--- src/rsss_pkg.sv ---
// Purpose: Shared constants and types for the regulator soft-start sequencer
// Assumes: 200 MHz system clock, 8-bit voltage-select code, 6.25mV per code
// Notes: Times are held in ns and converted to cycles
package rsss_pkg;
  localparam int CLK_PERIOD_NS = 5;
  localparam int CODE_W = 8;
  // Delays in ns as documented
  localparam int FIRST_DELAY_NS = 1360000;
  localparam int HOLD_NS = 85000;
  localparam int VALIDATE_NS = 500;
  localparam int READY_DELAY_NS = 85000;
  // Cycle counts, rounded up for least times
  localparam int FIRST_DELAY_CYC =
    (FIRST_DELAY_NS + CLK_PERIOD_NS - 1) / CLK_PERIOD_NS;
  localparam int HOLD_CYC = (HOLD_NS + CLK_PERIOD_NS - 1) / CLK_PERIOD_NS;
  localparam int VALIDATE_CYC =
    (VALIDATE_NS + CLK_PERIOD_NS - 1) / CLK_PERIOD_NS;
  localparam int READY_DELAY_CYC =
    (READY_DELAY_NS + CLK_PERIOD_NS - 1) / CLK_PERIOD_NS;
  localparam int CNT_W = 19;
  // Boot level 1.1V as reference code (1100mV / 6.25mV = 176)
  localparam logic [CODE_W-1:0] BOOT_CODE = 8'hB0;
  localparam logic [CODE_W-1:0] ZERO_CODE = 8'h00;
  // Two OFF codes of the selection table
  localparam logic [CODE_W-1:0] OFF_CODE_A = 8'hFE;
  localparam logic [CODE_W-1:0] OFF_CODE_B = 8'hFF;
  localparam logic [CNT_W-1:0] CNT_ZERO = 19'h00000;
  localparam logic [CNT_W-1:0] CNT_ONE = 19'h00001;

  typedef enum logic [2:0] {
    ST_SHUTDOWN, ST_FIRST_DELAY, ST_RAMP_BOOT, ST_HOLD, ST_RAMP_TARGET,
    ST_READY_WAIT, ST_RUN, ST_OFF_LATCH
  } rsss_state_type;
endpackage : rsss_pkg

--- src/rsss_ramp_if.sv ---
// Purpose: Carries ramp request and reference between sequencer parts
// Assumes: Single clock domain
// Notes: Controller drives request and target, stepper returns the code
interface rsss_ramp_if;
  import rsss_pkg::*;
  logic run;
  logic clear;
  logic [CODE_W-1:0] target;
  logic [CODE_W-1:0] ref_code;
  logic at_target;
  modport ctrl (output run, output clear, output target,
                input ref_code, input at_target);
  modport step (input run, input clear, input target,
                output ref_code, output at_target);
endinterface : rsss_ramp_if

--- src/rsss_ramp_stepper.sv ---
// Purpose: Steps the reference code one code per oscillator tick
// Assumes: Tick is a one-cycle pulse already synchronised
// Notes: Moves in either direction so code changes are followed on the fly
module rsss_ramp_stepper
  import rsss_pkg::*;
(
  input wire logic clk, // System clock
  input wire logic rst_n, // Synchronised reset, active low
  input wire logic tick, // Oscillator tick pulse
  rsss_ramp_if.step rp // Ramp control
);
  logic [CODE_W-1:0] ref_code;
  logic [CODE_W-1:0] next_ref_code;

  // ----------------------------------------
  // Step logic
  // ----------------------------------------
  // Compare with target on each tick, one code per step
  always_comb begin
    next_ref_code = ref_code;
    if (rp.clear) begin
      next_ref_code = ZERO_CODE;
    end else if (rp.run && tick) begin
      if (ref_code < rp.target) begin
        next_ref_code = ref_code + 8'h01;
      end else if (ref_code > rp.target) begin
        next_ref_code = ref_code - 8'h01;
      end
    end
  end

  // Register only
  always_ff @(posedge clk or negedge rst_n) begin
    if (!rst_n) begin
      ref_code <= ZERO_CODE;
    end else begin
      ref_code <= next_ref_code;
    end
  end

  assign rp.ref_code = ref_code;
  assign rp.at_target = (ref_code == rp.target);
endmodule // rsss_ramp_stepper

--- src/rsss_sequencer.sv ---
// Purpose: Soft-start and ready sequencer for a core regulator controller
// Assumes: Comparator and fault levels arrive from analog, asynchronously
// Notes: Soft-start oscillator is sampled and edge detected on CLK_SYS
module rsss_sequencer
  import rsss_pkg::*;
#(
  parameter int FIRST_DELAY = FIRST_DELAY_CYC, // Cycles of first delay
  parameter int HOLD = HOLD_CYC, // Cycles of boot hold
  parameter int READY_DELAY = READY_DELAY_CYC // Cycles before ready
) (
  input wire logic CLK_SYS, // 200 MHz clock
  input wire logic RST_N, // Async reset, active low
  input wire logic BIAS_POR_OK, // Bias above reset threshold
  input wire logic PRIMARY_ENABLE_IN, // Primary enable comparator
  input wire logic TERMINATION_RAIL_ENABLE_IN, // Termination comparator
  input wire logic SOFTSTART_OSC, // Resistor-set oscillator
  input wire logic [CODE_W-1:0] VOLTAGE_SELECT_CODE, // Processor code
  input wire logic [CODE_W-1:0] OFFSET_CODES, // Offset in code steps
  input wire logic UNDERVOLT, // Undervoltage detected
  input wire logic OVERVOLT, // Overvoltage detected
  output logic PWM_OE, // PWM drive enable, low keeps outputs tri-stated
  output logic [CODE_W-1:0] REF_CODE, // Reference code to the DAC
  output logic REGULATOR_READY_OUT, // Ready pin output level (low)
  output logic REGULATOR_READY_OE // Ready pin pull-down enable
);
  logic [1:0] rst_sync;
  logic rst_n;

  // ----------------------------------------
  // Reset release
  // ----------------------------------------
  always_ff @(posedge CLK_SYS or negedge RST_N) begin
    if (!RST_N) begin
      rst_sync <= 2'b00;
    end else begin
      rst_sync <= {rst_sync[0], 1'b1};
    end
  end
  assign rst_n = rst_sync[1];

  // ----------------------------------------
  // Input synchronisers, three stages
  // ----------------------------------------
  localparam int NSYNC = 6;
  logic [NSYNC-1:0] raw_in;
  logic [NSYNC-1:0] s1, s2, s3, filt;
  logic [NSYNC-1:0] next_filt;
  logic [CODE_W-1:0] code1, code2, code3, code_f, next_code_f;
  assign raw_in = {OVERVOLT, UNDERVOLT, SOFTSTART_OSC,
                   TERMINATION_RAIL_ENABLE_IN, PRIMARY_ENABLE_IN, BIAS_POR_OK};

  // Accept a change once stages two and three agree
  always_comb begin
    next_code_f = (code2 == code3) ? code3 : code_f;
    next_filt = filt;
    for (int i = 0; i < NSYNC; i++) begin
      if (s2[i] == s3[i]) begin
        next_filt[i] = s3[i];
      end
    end
  end

  always_ff @(posedge CLK_SYS or negedge rst_n) begin
    if (!rst_n) begin
      s1 <= '0;
      s2 <= '0;
      s3 <= '0;
      filt <= '0;
      code1 <= ZERO_CODE;
      code2 <= ZERO_CODE;
      code3 <= ZERO_CODE;
      code_f <= ZERO_CODE;
    end else begin
      s1 <= raw_in;
      s2 <= s1;
      s3 <= s2;
      filt <= next_filt;
      code1 <= VOLTAGE_SELECT_CODE;
      code2 <= code1;
      code3 <= code2;
      code_f <= next_code_f;
    end
  end

  logic por_ok, en_pri, en_term, osc, uv, ov, osc_d, tick, start_ok;
  assign {ov, uv, osc, en_term, en_pri, por_ok} = filt;
  assign tick = osc && !osc_d;
  // All three start conditions together
  assign start_ok = por_ok && en_pri && en_term;

  function automatic logic is_off(input logic [CODE_W-1:0] c);
    return (c == OFF_CODE_A) || (c == OFF_CODE_B);
  endfunction

  // ----------------------------------------
  // Ramp stepper
  // ----------------------------------------
  rsss_ramp_if rp ();
  rsss_ramp_stepper u_step (
    .clk(CLK_SYS),
    .rst_n(rst_n),
    .tick(tick),
    .rp(rp.step)
  );

  // ----------------------------------------
  // Sequencer state
  // ----------------------------------------
  rsss_state_type state, next_state;
  logic [CNT_W-1:0] cnt, next_cnt, vcnt, next_vcnt;
  logic [CODE_W-1:0] target, next_target;
  logic pwm_oe, next_pwm_oe, rdy_oe, next_rdy_oe;

  // Final target is selected code less offset, floored at zero
  function automatic logic [CODE_W-1:0] final_target(
    input logic [CODE_W-1:0] c, input logic [CODE_W-1:0] o);
    return (c > o) ? c - o : ZERO_CODE;
  endfunction

  always_comb begin
    next_state = state;
    next_cnt = (cnt != CNT_ZERO) ? cnt - CNT_ONE : CNT_ZERO;
    // Code must be stable and valid for the validation time
    next_vcnt = vcnt;
    if (code_f != code3 || is_off(code_f)) begin
      next_vcnt = CNT_ZERO;
    end else if (vcnt < CNT_W'(VALIDATE_CYC)) begin
      next_vcnt = vcnt + CNT_ONE;
    end
    next_target = target;
    if (!start_ok) begin
      // Disable or bias loss returns to shutdown, also clears OFF latch
      next_state = ST_SHUTDOWN;
      next_target = ZERO_CODE;
    end else begin
      unique case (state)
        ST_SHUTDOWN: begin
          next_state = ST_FIRST_DELAY;
          next_cnt = CNT_W'(FIRST_DELAY);
        end
        ST_FIRST_DELAY: if (cnt == CNT_ONE) begin
          next_state = ST_RAMP_BOOT;
          next_target = BOOT_CODE;
        end
        ST_RAMP_BOOT: if (rp.at_target) begin
          next_state = ST_HOLD;
          next_cnt = CNT_W'(HOLD);
        end
        ST_HOLD: begin
          if (cnt <= CNT_ONE && is_off(code_f)) begin
            next_state = ST_OFF_LATCH;
            next_target = ZERO_CODE;
          end else if (cnt <= CNT_ONE &&
                       vcnt >= CNT_W'(VALIDATE_CYC)) begin
            next_state = ST_RAMP_TARGET;
            next_target = final_target(code_f, OFFSET_CODES);
          end
        end
        ST_RAMP_TARGET: if (rp.at_target) begin
          next_state = ST_READY_WAIT;
          next_cnt = CNT_W'(READY_DELAY);
        end
        ST_READY_WAIT, ST_RUN: begin
          // Follow on-the-fly code changes from the processor
          if (is_off(code_f)) begin
            next_state = ST_OFF_LATCH;
            next_target = ZERO_CODE;
          end else begin
            next_target = final_target(code_f, OFFSET_CODES);
            if (state == ST_READY_WAIT && cnt == CNT_ONE) begin
              next_state = ST_RUN;
            end
          end
        end
        ST_OFF_LATCH: next_state = ST_OFF_LATCH; // Needs input cycling
      endcase
    end
    // PWM only driven outside shutdown and the OFF latch
    next_pwm_oe = !(next_state == ST_SHUTDOWN ||
                    next_state == ST_OFF_LATCH);
    // Ready pulled low unless running and free of faults
    next_rdy_oe = !(next_state == ST_RUN) || uv || ov;
  end

  always_ff @(posedge CLK_SYS or negedge rst_n) begin
    if (!rst_n) begin
      state <= ST_SHUTDOWN;
      cnt <= CNT_ZERO;
      vcnt <= CNT_ZERO;
      target <= ZERO_CODE;
      pwm_oe <= 1'b0;
      rdy_oe <= 1'b1;
      osc_d <= 1'b0;
      REF_CODE <= ZERO_CODE;
    end else begin
      state <= next_state;
      cnt <= next_cnt;
      vcnt <= next_vcnt;
      target <= next_target;
      pwm_oe <= next_pwm_oe;
      rdy_oe <= next_rdy_oe;
      osc_d <= osc;
      REF_CODE <= rp.ref_code;
    end
  end

  // Ramp restarts from zero in shutdown
  assign rp.run = (state != ST_SHUTDOWN) && (state != ST_FIRST_DELAY);
  assign rp.clear = (state == ST_SHUTDOWN) || (state == ST_OFF_LATCH);
  assign rp.target = target;
  assign PWM_OE = pwm_oe;
  assign REGULATOR_READY_OE = rdy_oe;
  assign REGULATOR_READY_OUT = 1'b0; // Open drain: only pulls low
endmodule // rsss_sequencer

--- config.mk ---
export PLATFORM = sky130hd
export DESIGN_NAME = rsss_sequencer
export DESIGN_NICKNAME = d
export VERILOG_FILES = /design/src/rsss_pkg.sv /design/src/rsss_ramp_if.sv /design/src/rsss_ramp_stepper.sv /design/src/rsss_sequencer.sv
export SDC_FILE = /design/constraint.sdc
export NUM_CORES = 1
export LEC_CHECK = 0
export BUFFER_PORTS_ARGS = -buffer_cell sky130_fd_sc_hd__buf_2
export CAP_MARGIN = 20
export CORE_MARGIN = 10
export CORE_UTILIZATION = 45
export DETAILED_ROUTE_END_ITERATION = 10
export GPL_TIMING_DRIVEN = 0
export HOLD_SLACK_MARGIN = 0.1
export PLACE_DENSITY = 0.67
export SLEW_MARGIN = 20
export SYNTH_ARGS = -nofsm -noshare
export SYNTH_HDL_FRONTEND = slang
export SYNTH_SLANG_ARGS = --single-unit
--- constraint.sdc ---
create_clock -name CLK_SYS -period 3.7 [get_ports CLK_SYS]
set_clock_uncertainty 0.05 [all_clocks]
set_input_delay 0.37 -clock CLK_SYS [delete_from_list [all_inputs] [get_ports CLK_SYS]]
set_output_delay 0.37 -clock CLK_SYS [all_outputs]
set_load 0.02 [all_outputs]
# ---- Word-level counts from Yosys, hierarchy flattened
# Index checks and enable logic that the tools add are counted.
dict set report totals {
  ff_bits 126
  out_inout_bits 11
  word_cells 113
}
dict set report classes {
  addsub 5
  n_lt_le_gt_ge 6
  eq_ne 25
  mux 26
  reduce_logical 28
}
# operator n
set ops {}
lappend ops {{$mux 19} 5}
lappend ops {{$mux 8} 10}
lappend ops {{$pmux 19 s2} 1}
lappend ops {{$mux 3} 8}
lappend ops {{$pmux 8 s3} 1}
lappend ops {{$pmux 3 s7} 1}
lappend ops {{$add 19x1->19 const B} 1}
lappend ops {{$eq 19x1->1 const B} 1}
lappend ops {{$ge 19x7->1 const B} 1}
lappend ops {{$le 19x1->1 const B} 1}
lappend ops {{$lt 19x7->1 const B} 1}
lappend ops {{$reduce_bool 19->1} 1}
lappend ops {{$sub 19x1->19 const B} 1}
lappend ops {{$eq 3x3->1 const B} 6}
lappend ops {{$eq 8x8->1} 2}
lappend ops {{$eq 8x8->1 const B} 2}
lappend ops {{$gt 8x8->1} 2}
lappend ops {{$add 8x1->8 const B} 1}
lappend ops {{$logic_and 1x1->1} 8}
lappend ops {{$lt 8x8->1} 1}
lappend ops {{$ne 8x8->1} 1}
lappend ops {{$sub 8x1->8 const B} 1}
lappend ops {{$sub 8x8->8} 1}
lappend ops {{$eq 1x1->1} 6}
lappend ops {{other kinds (14)} 26}

# ---- Depth between registers and ports, before layout
# Gate-level depths: netlist of the first run.
dict set report depth {
  ltp_word 10
  mapped_depth 14
}

# ---- Modules after synthesis
# Synthesis of the first run repeated with hierarchy kept, for this count alone.
dict set report unflattened {
  cells_unflattened 518
  hier_area_um2 5840.6
}
# mod n_inst cells_each area_per_inst_um2 seq_area_each_um2
set by_module_without_submodules {}
lappend by_module_without_submodules {rsss_sequencer 1 419 4981.0 2954.1}
lappend by_module_without_submodules {rsss_ramp_stepper 1 99 859.6 200.2}

# ---- Worst setup path after synthesis of the first run
# Ideal clock, no wire load.
dict set report synth_path {
  path_kind {register to register}
  from {register u_step.ref_code[1] (netlist: u_step.rp.ref_code[1])}
  to {register u_step.ref_code[7] (netlist: u_step.rp.ref_code[7])}
  setup_time_ps 125
  arrival_ps 2997
  t_required_ps 3525
  slack_ps 528
  stages_incl_launch_ff 13
  synth_period_minus_slack_ps 3172
  path_cell_list {dfrtp_1 > ha_1 > nor2b_1 > o211ai_1 > a21oi_1 > or2_2 > ha_1 > nand3_1 > o2111ai_1 > o31ai_1 > or3_1 > a21oi_1 > mux2_2}
}
dict set report synth_between {
  elab_chain_cells 5
  word_cells_on_any_way 10
}
# element line_no
set synth_rtl {}
lappend synth_rtl {{start: declaration} rsss_ramp_stepper.sv:12} ;# logic [CODE_W-1:0] ref_code;
lappend synth_rtl {{start signal: assignment} rsss_ramp_stepper.sv:37} ;# ref_code <= next_ref_code;
lappend synth_rtl {{$sub 8x1->8} rsss_ramp_stepper.sv:27} ;# next_ref_code = ref_code - 8'h01;
lappend synth_rtl {{$mux 8} rsss_ramp_stepper.sv:26} ;# end else if (ref_code > rp.target) begin
lappend synth_rtl {{$mux 8} rsss_ramp_stepper.sv:24} ;# if (ref_code < rp.target) begin
lappend synth_rtl {{$mux 8} rsss_ramp_stepper.sv:23} ;# end else if (rp.run && tick) begin
lappend synth_rtl {{$mux 8} rsss_ramp_stepper.sv:21} ;# if (rp.clear) begin
# Parallel ways exist; a longest one is shown, timed or not. The select of a mux whose other input is x is not followed.
# A chain may end at the register's enable or synchronous reset.

# ---- Worst setup path after layout of the first run
# Ends and elaborated chain as after synthesis.

==> metrics.txt, run 1 <==
outcome=finished clean; Yosys reg bits=126; worst path arrival time=3700 ps; Async S/R FF share, synth=100%; share of layout cells above drive strength 1=16.0%; n_diodes=0; WL met1=5.30 mm; Worst setup EP type=flip-flop; final wirelength=11.5 mm; PD cells=545 mW/mm^2; RR Endpoint=u_step.rp.ref_code[7]; Slew Viols, Final=0; Clock Sinks=126; row cnt=41; Reg area=0.00316 mm^2; fin crit share=93.3%; # DRC=0; Post-Syn Nets=578; multiplexer area fraction after synthesis=1.70%; relative slew slack=42.0%; number of synthesized flops with an enable pin=0; CTS tree=built; Routability Congestion=0.867; GRT Util Overall=13.5%; I/O pin total=35; Synth cell types=62; dpl hpwl=8.11 mm; Initial DRT Pass Iterations=4; chip width=134 um; H-tree depth=4; Multi-input gate area=0.00253 mm^2; DR WL met2=5.46 mm; CTS Buf Count=17; peak supply drop=0.384 mV; Initial Utilization=46.2%; Core ar.=0.0127 mm^2; Critical Path RT=3940 ps; final net count=647; reg-to-reg startpoint=u_step.rp.ref_code[1]; first-pass GRT wire length=19.6 mm; final worst slack=248 ps; dominant synthesized flop cell=dfrtp_1; pre-CTS WS=198 ps; initial antenna violation count=0; vias in the first global route=4176; Max stage delay on crit path=430 ps; crit path cell chain=ha_1, nor2b_1, o211ai_1, a21oi_1, or2_2, ha_1, nand3_1, o2111ai_2, o31ai_1, or3_1, a21oi_1, mux2_2; XOR/XNOR Fraction of Synth Area=7.01%; Clock Latency Late Sink=420 ps; final hold vios=0; total die area=0.0180 mm^2; post-synthesis sequential area ratio=53.7%; global route overflow=0; Post-Synth Simple-Gate Area=16.2%; Layout area overhead=20.6%; pin count of the biggest net entering global routing=60; R2R cell count=12; Worst Hold Class=reg -> async; R2R setup slack=250 ps; Chip Height=134 um; crit path launch type=flip-flop; Synth Area in Adders=7.45%; Initial DRC Count=240; clock-pin slew on the worst setup and hold paths=60 ps; worst-path fanout max=7; CTS root buf=clkbuf_16; Fmax=0.290 GHz; largest family of logic cells by synthesized area=simple AND/OR/NAND/NOR gates; fin crit period=3450 ps; Compound-Gate Fraction of Synth Area=10.5%; CP Class=reg -> reg; mapped cell area=0.00588 mm^2; max layer used=met4; Vias=4107; vias per cell=5.27; RSZ-0062 raised after global routing=false; Slew @ Worst Pin=868 ps; Layout fillers=1116; synth warn=0; Post-DRT Antenna Nets=0; PortBufs=33; Mapped Cells=525; Post-Syn Area per Cell=11.2 um^2; Max Cap Viol=0; WL met3=580 um; Pleak=3.19 nW; setup TNS=0 ps; maximum root-to-sink buffer count=2; slowest CP cell=dfrtp_1; wire length per cell=14.8 um; final setup fails=0
==> Yosys cell counts (all sizes together) (3+ instances only) <==
library cell  count  area [um^2]
a21o              3         22.5
buf               8         71.3
dfrtp           125         3130
xnor2            29          254
maj3              6         60.1
a21oi            33          169
o21a              5         37.5
a31oi             4         25.0
mux2              8         90.1
nor2b             9         58.8
xor2             18          158
nand4            14         87.6
nor4              8         95.1
inv              29          109
o211ai            3         22.5
o32ai             4         35.0
o21ai            24          120
nor3             13         70.1
and2             18          115
clkbuf            4         15.0
or2               5         31.3
nor2             33          124
a211oi            3         35.0
ha               27          338
nand4b            3         41.3
and3              3         18.8
nand3            15         75.1
o21bai            4         30.0
nand2            36          143
==> worst max-delay path by stage <==
| stage | startpoint | endpoint | slack [ps] | cells after the start |
|---|---|---|---|---|
| after global placement | u_step.rp.ref_code[1] | u_step.rp.ref_code[7] | 280 | 12 |
| final | u_step.rp.ref_code[1] | u_step.rp.ref_code[7] | 250 | 12 |
| after detailed placement | u_step.rp.ref_code[1] | u_step.rp.ref_code[7] | 200 | 12 |
| after global routing | u_step.rp.ref_code[1] | u_step.rp.ref_code[7] | 30 | 12 |
| after floorplan | u_step.rp.ref_code[1] | u_step.rp.ref_code[7] | 530 | 12 |
| after CTS | u_step.rp.ref_code[1] | u_step.rp.ref_code[7] | 170 | 12 |
==> per-stage QoR <==
stage / instance area [um^2] / hold slack (ps) / utilization, % / power (mW) / instances
after floorplan: 5880 / 24.4 / - / 2.00 / 525
after global placement: 6260 / 105 / 49.2 / 2.10 / 730
after detailed placement: 6310 / 107 / 49.6 / 2.13 / 732
after CTS: 7080 / 142 / 55.7 / 3.90 / 779
after global routing: 7090 / 153 / 55.7 / 4.04 / 779
final: 7090 / 130 / 55.7 / 3.86 / 779
==> report_power, final <==
part,internal (mW),switching (mW)
clock,1.15,0.588
combinational,0.231,0.271
sequential,1.49,0.131
total,2.87,0.989
==> critical path, delay by kind of cell (launching register included) <==
family | cells | cell delay [ps]
compound gates | 5 | 830
fa+ha+maj | 2 | 700
flops | 1 | 430
mux | 1 | 350
simple gates | 4 | 960
==> routing by layer <==
metal / vias to the layer above / global-route usage (%)
met3: 17 / 4.48
li1: 1982 / -
met5: - / 0
met4: 0 / 6.77
met1: 2018 / 16.7
met2: 90 / 20.7
==> cells by family (layout without fill, tap and decap cells) <==
kind of cell	count (synthesis)	after routing
AO/OA/AOI/OAI	96	96
adder cells (fa/ha/maj)	35	35
other	2	2
buffers and inverters	41	123
multiplexers	9	9
flip-flops	126	126
AND/OR/NAND/NOR	169	169
XOR/XNOR	47	47
==> placed cells by master, fill, tap and decap left out, types with 18 or more instances in the layout <==
| master | synthesis | layout |
|---|---|---|
| xor2_1 | 18 | 18 |
| xnor2_1 | 29 | 29 |
| ha_1 | 27 | 27 |
| inv_1 | 29 | 29 |
| buf_2 | 0 | 33 |
| nand2_1 | 35 | 35 |
| dfrtp_1 | 125 | 124 |
| o21ai_0 | 24 | 24 |
| nor2_1 | 33 | 33 |
| a21oi_1 | 32 | 32 |
==> flip-flops by register name, indices dropped and copies added (netlist names) <==
signal,cells
cnt,19
vcnt,19
REF_CODE,8
code1,8
code2,8
code3,8
code_f,8
rp.target,8
u_step.rp.ref_code,8
filt,6
s1,6
s2,6
s3,6
state,3
rst_sync,2
PWM_OE,1
REGULATOR_READY_OE,1
osc_d,1
==> final cells by class <==
class	instances	area share, %
clock buffer	23	6.46
timing repair buffer	50	5.23
clock inverter	9	2.24
buffer	12	1.22
tap	172	3.04
inverter	29	1.54
multi-input combinational	358	35.7
sequential	126	44.6
==> repair_timing <==
item                       in CTS  in global routing
setup endpoints to repair       0                  1
setup buffers                   0                  0
hold buffers                   15                  0
hold endpoints to repair       16                  0
resized for setup               0                  1
No activity file was read; power rests on OpenSTA's default activity.
==> inputs of run 2 (changes only) <==
--- a/config.mk
+++ b/config.mk
@@ -8,12 +8,13 @@
 export BUFFER_PORTS_ARGS = -buffer_cell sky130_fd_sc_hd__buf_2
 export CAP_MARGIN = 20
 export CORE_MARGIN = 10
-export CORE_UTILIZATION = 45
+export CORE_UTILIZATION = 55
 export DETAILED_ROUTE_END_ITERATION = 10
 export GPL_TIMING_DRIVEN = 0
 export HOLD_SLACK_MARGIN = 0.1
-export PLACE_DENSITY = 0.67
+export PLACE_DENSITY = 0.79
 export SLEW_MARGIN = 20
 export SYNTH_ARGS = -nofsm -noshare
 export SYNTH_HDL_FRONTEND = slang
+export SYNTH_HIERARCHICAL = 1
 export SYNTH_SLANG_ARGS = --single-unit
==> run 2 against run 1 <==
Sequential power barely moved. Critical path depth rose by 2. Maximum frequency rose by 12%. Power fell by 4.0%. Count of clock-buffer cells in the layout fell by 3. Cell count fell by 5.4%. Largest cell class unchanged.
==> metrics.txt, run 2 <==
outcome=finished clean; worst-path fanout max=9; Worst Hold Class=reg -> async; dominant synthesized flop cell=dfrtp_1; dpl hpwl=8.15 mm; Yosys top cell area share=53.6%; Async S/R FF share, synth=100%; Reg area=0.00316 mm^2; PortBufs=33; synth warn=6; final wirelength=11.6 mm; PD cells=532 mW/mm^2; final setup fails=0; setup TNS=0 ps; worst path arrival time=3440 ps; Slew @ Worst Pin=823 ps; Post-DRT Antenna Nets=0; mapped cell area=0.00584 mm^2; Clock Latency Late Sink=530 ps; GRT Util Overall=16.8%; Post-Syn Nets=571; largest registers=cnt: 19 flops, vcnt: 19 flops; crit path cell chain=inv_1, ha_1, nand2b_1, a21oi_1, o21bai_1, nand2_1, inv_1, fa_1, nor2b_1, nor3_1, o21bai_1, a21oi_1, xnor2_1, a31o_2; Synth cell types=68; row cnt=37; Routability Congestion=0.822; Initial DRC Count=253; Clock Sinks=126; Max stage delay on crit path=430 ps; CP Class=reg -> reg; Layout area overhead=19.3%; Core ar.=0.0103 mm^2; relative slew slack=44.7%; Multi-input gate area=0.00251 mm^2; vias in the first global route=4344; Critical Path RT=4070 ps; Initial Utilization=56.6%; Initial DRT Pass Iterations=4; Worst setup EP type=flip-flop; Vias=3994; Synth area leaders=dfrtp_1, ha_1, xnor2_1; Fmax=0.326 GHz; fin crit period=3070 ps; Chip Height=123 um; fin util=67.5%; fin crit share=83.0%; post-synth top area cell=dfrtp_1; top-count cell post-synth=dfrtp_1; pre-CTS WS=663 ps; Max Cap Viol=0; share of layout cells above drive strength 1=17.0%; I/O pin total=35; Pleak=3.19 nW; number of synthesized flops with an enable pin=0; clock-pin slew on the worst setup and hold paths=60 ps; post-route cell area=0.00697 mm^2; final hold vios=0; Post-Syn Area per Cell=11.3 um^2; final worst slack=629 ps; most frequent cells in the layout=dfrtp_1, nor2_1, buf_2; Layout fillers=747; H-tree depth=4; CTS root buf=clkbuf_8; CTS Buf Count=17; Mapped Cells=518; top cells by count, synth=dfrtp_1, nor2_1, nand2_1, xnor2_1, inv_1; slowest CP cell=fa_1; total die area=0.0151 mm^2; CTS tree=built; Slew Viols, Final=0; vias per cell=5.42; wire length per cell=15.7 um; Yosys reg bits=126; post-synthesis sequential area ratio=54.0%; pin count of the biggest net entering global routing=61; final net count=641; RSZ-0062 raised after global routing=false; peak supply drop=0.680 mV; DP Area=0.00623 mm^2; first-pass GRT wire length=20.2 mm; n_diodes=0; initial antenna violation count=0; most common cell after layout, fill and taps aside=dfrtp_1; global route overflow=0; # DRC=0; crit path launch type=flip-flop; chip width=123 um; maximum root-to-sink buffer count=2
==> run 2: kinds of logic (layout without fill, tap and decap cells) <==
group	after synthesis	after routing	synth area share, %
AND/OR/NAND/NOR	173	173	16.0
XOR/XNOR	48	48	7.20
AO/OA/AOI/OAI	80	80	10.0
buffers and inverters	42	125	2.98
flip-flops	126	126	54.0
other	2	2	0.129
adder cells (fa/ha/maj)	35	35	7.50
multiplexers	12	12	2.21
==> run 2: worst max-delay path, delay by kind of cell, from the launching register on <==
family | cells | cell delay (ps)
AND/OR/NAND/NOR | 4 | 670
XOR/XNOR | 1 | 130
AO/OA/AOI/OAI | 5 | 830
adder cells (fa/ha/maj) | 2 | 620
flip-flops | 1 | 410
buffers and inverters | 2 | 240
==> run 2: per-layer routing <==
layer / vias to the layer above / wire, um / track usage, %
li1: 1936 / - / -
met5: - / 0 / 0
met3: 14 / 523 / 5.47
met2: 70 / 5890 / 28.7
met1: 1974 / 4980 / 19.3
met4: 0 / 160 / 6.48
==> run 2: layout make-up <==
type,instances,share of cell area [%]
Timing Repair Buffer,51,5.46
Inverter,30,1.62
Multi-Input combinational cell,350,36.1
Tap cell,136,2.44
Clock inverter,12,1.98
Clock buffer,20,6.25
Buffer,12,0.880
Sequential cell,126,45.3
==> run 2: timing repair <==
item / in CTS / in global routing
endpoints found under the hold margin: 16 / 0
buffers inserted: 0 / 0
hold buffers: 16 / 0
gates resized for setup: 0 / 0
==> run 2: through the flow <==
stage	std cells	power, mW	hold slack [ps]
2_1_floorplan	518	1.98	24.4
3_3_place_gp	687	2.07	105
3_5_place_dp	689	2.12	103
4_1_cts	737	3.74	105
5_1_grt	737	3.90	106
6_report	737	3.71	100
==> run 2: final timing paths <==
| kind | to | cells after the start | start | slack, ps |
|---|---|---|---|---|
| hold / removal | s1[2] | 0 | rst_sync[1] | 100 |
| setup reg to reg | u_step/rp.ref_code[6] | 14 | u_step/rp.ref_code[0] | 630 |
| max in group asynchronous | rst_sync[1] | 3 | RST_N | 2770 |
| min in group CLK_SYS | rp.target[0] | 3 | OFFSET_CODES[0] | 210 |
| hold reg to reg | s1[2] | 0 | rst_sync[1] | 100 |
| setup / recovery | u_step/rp.ref_code[6] | 14 | u_step/rp.ref_code[0] | 630 |
==> run 2: where the power goes <==
group / internal, mW / switching, mW
logic: 0.231 / 0.267
registers: 1.49 / 0.128
clock network: 0.981 / 0.609
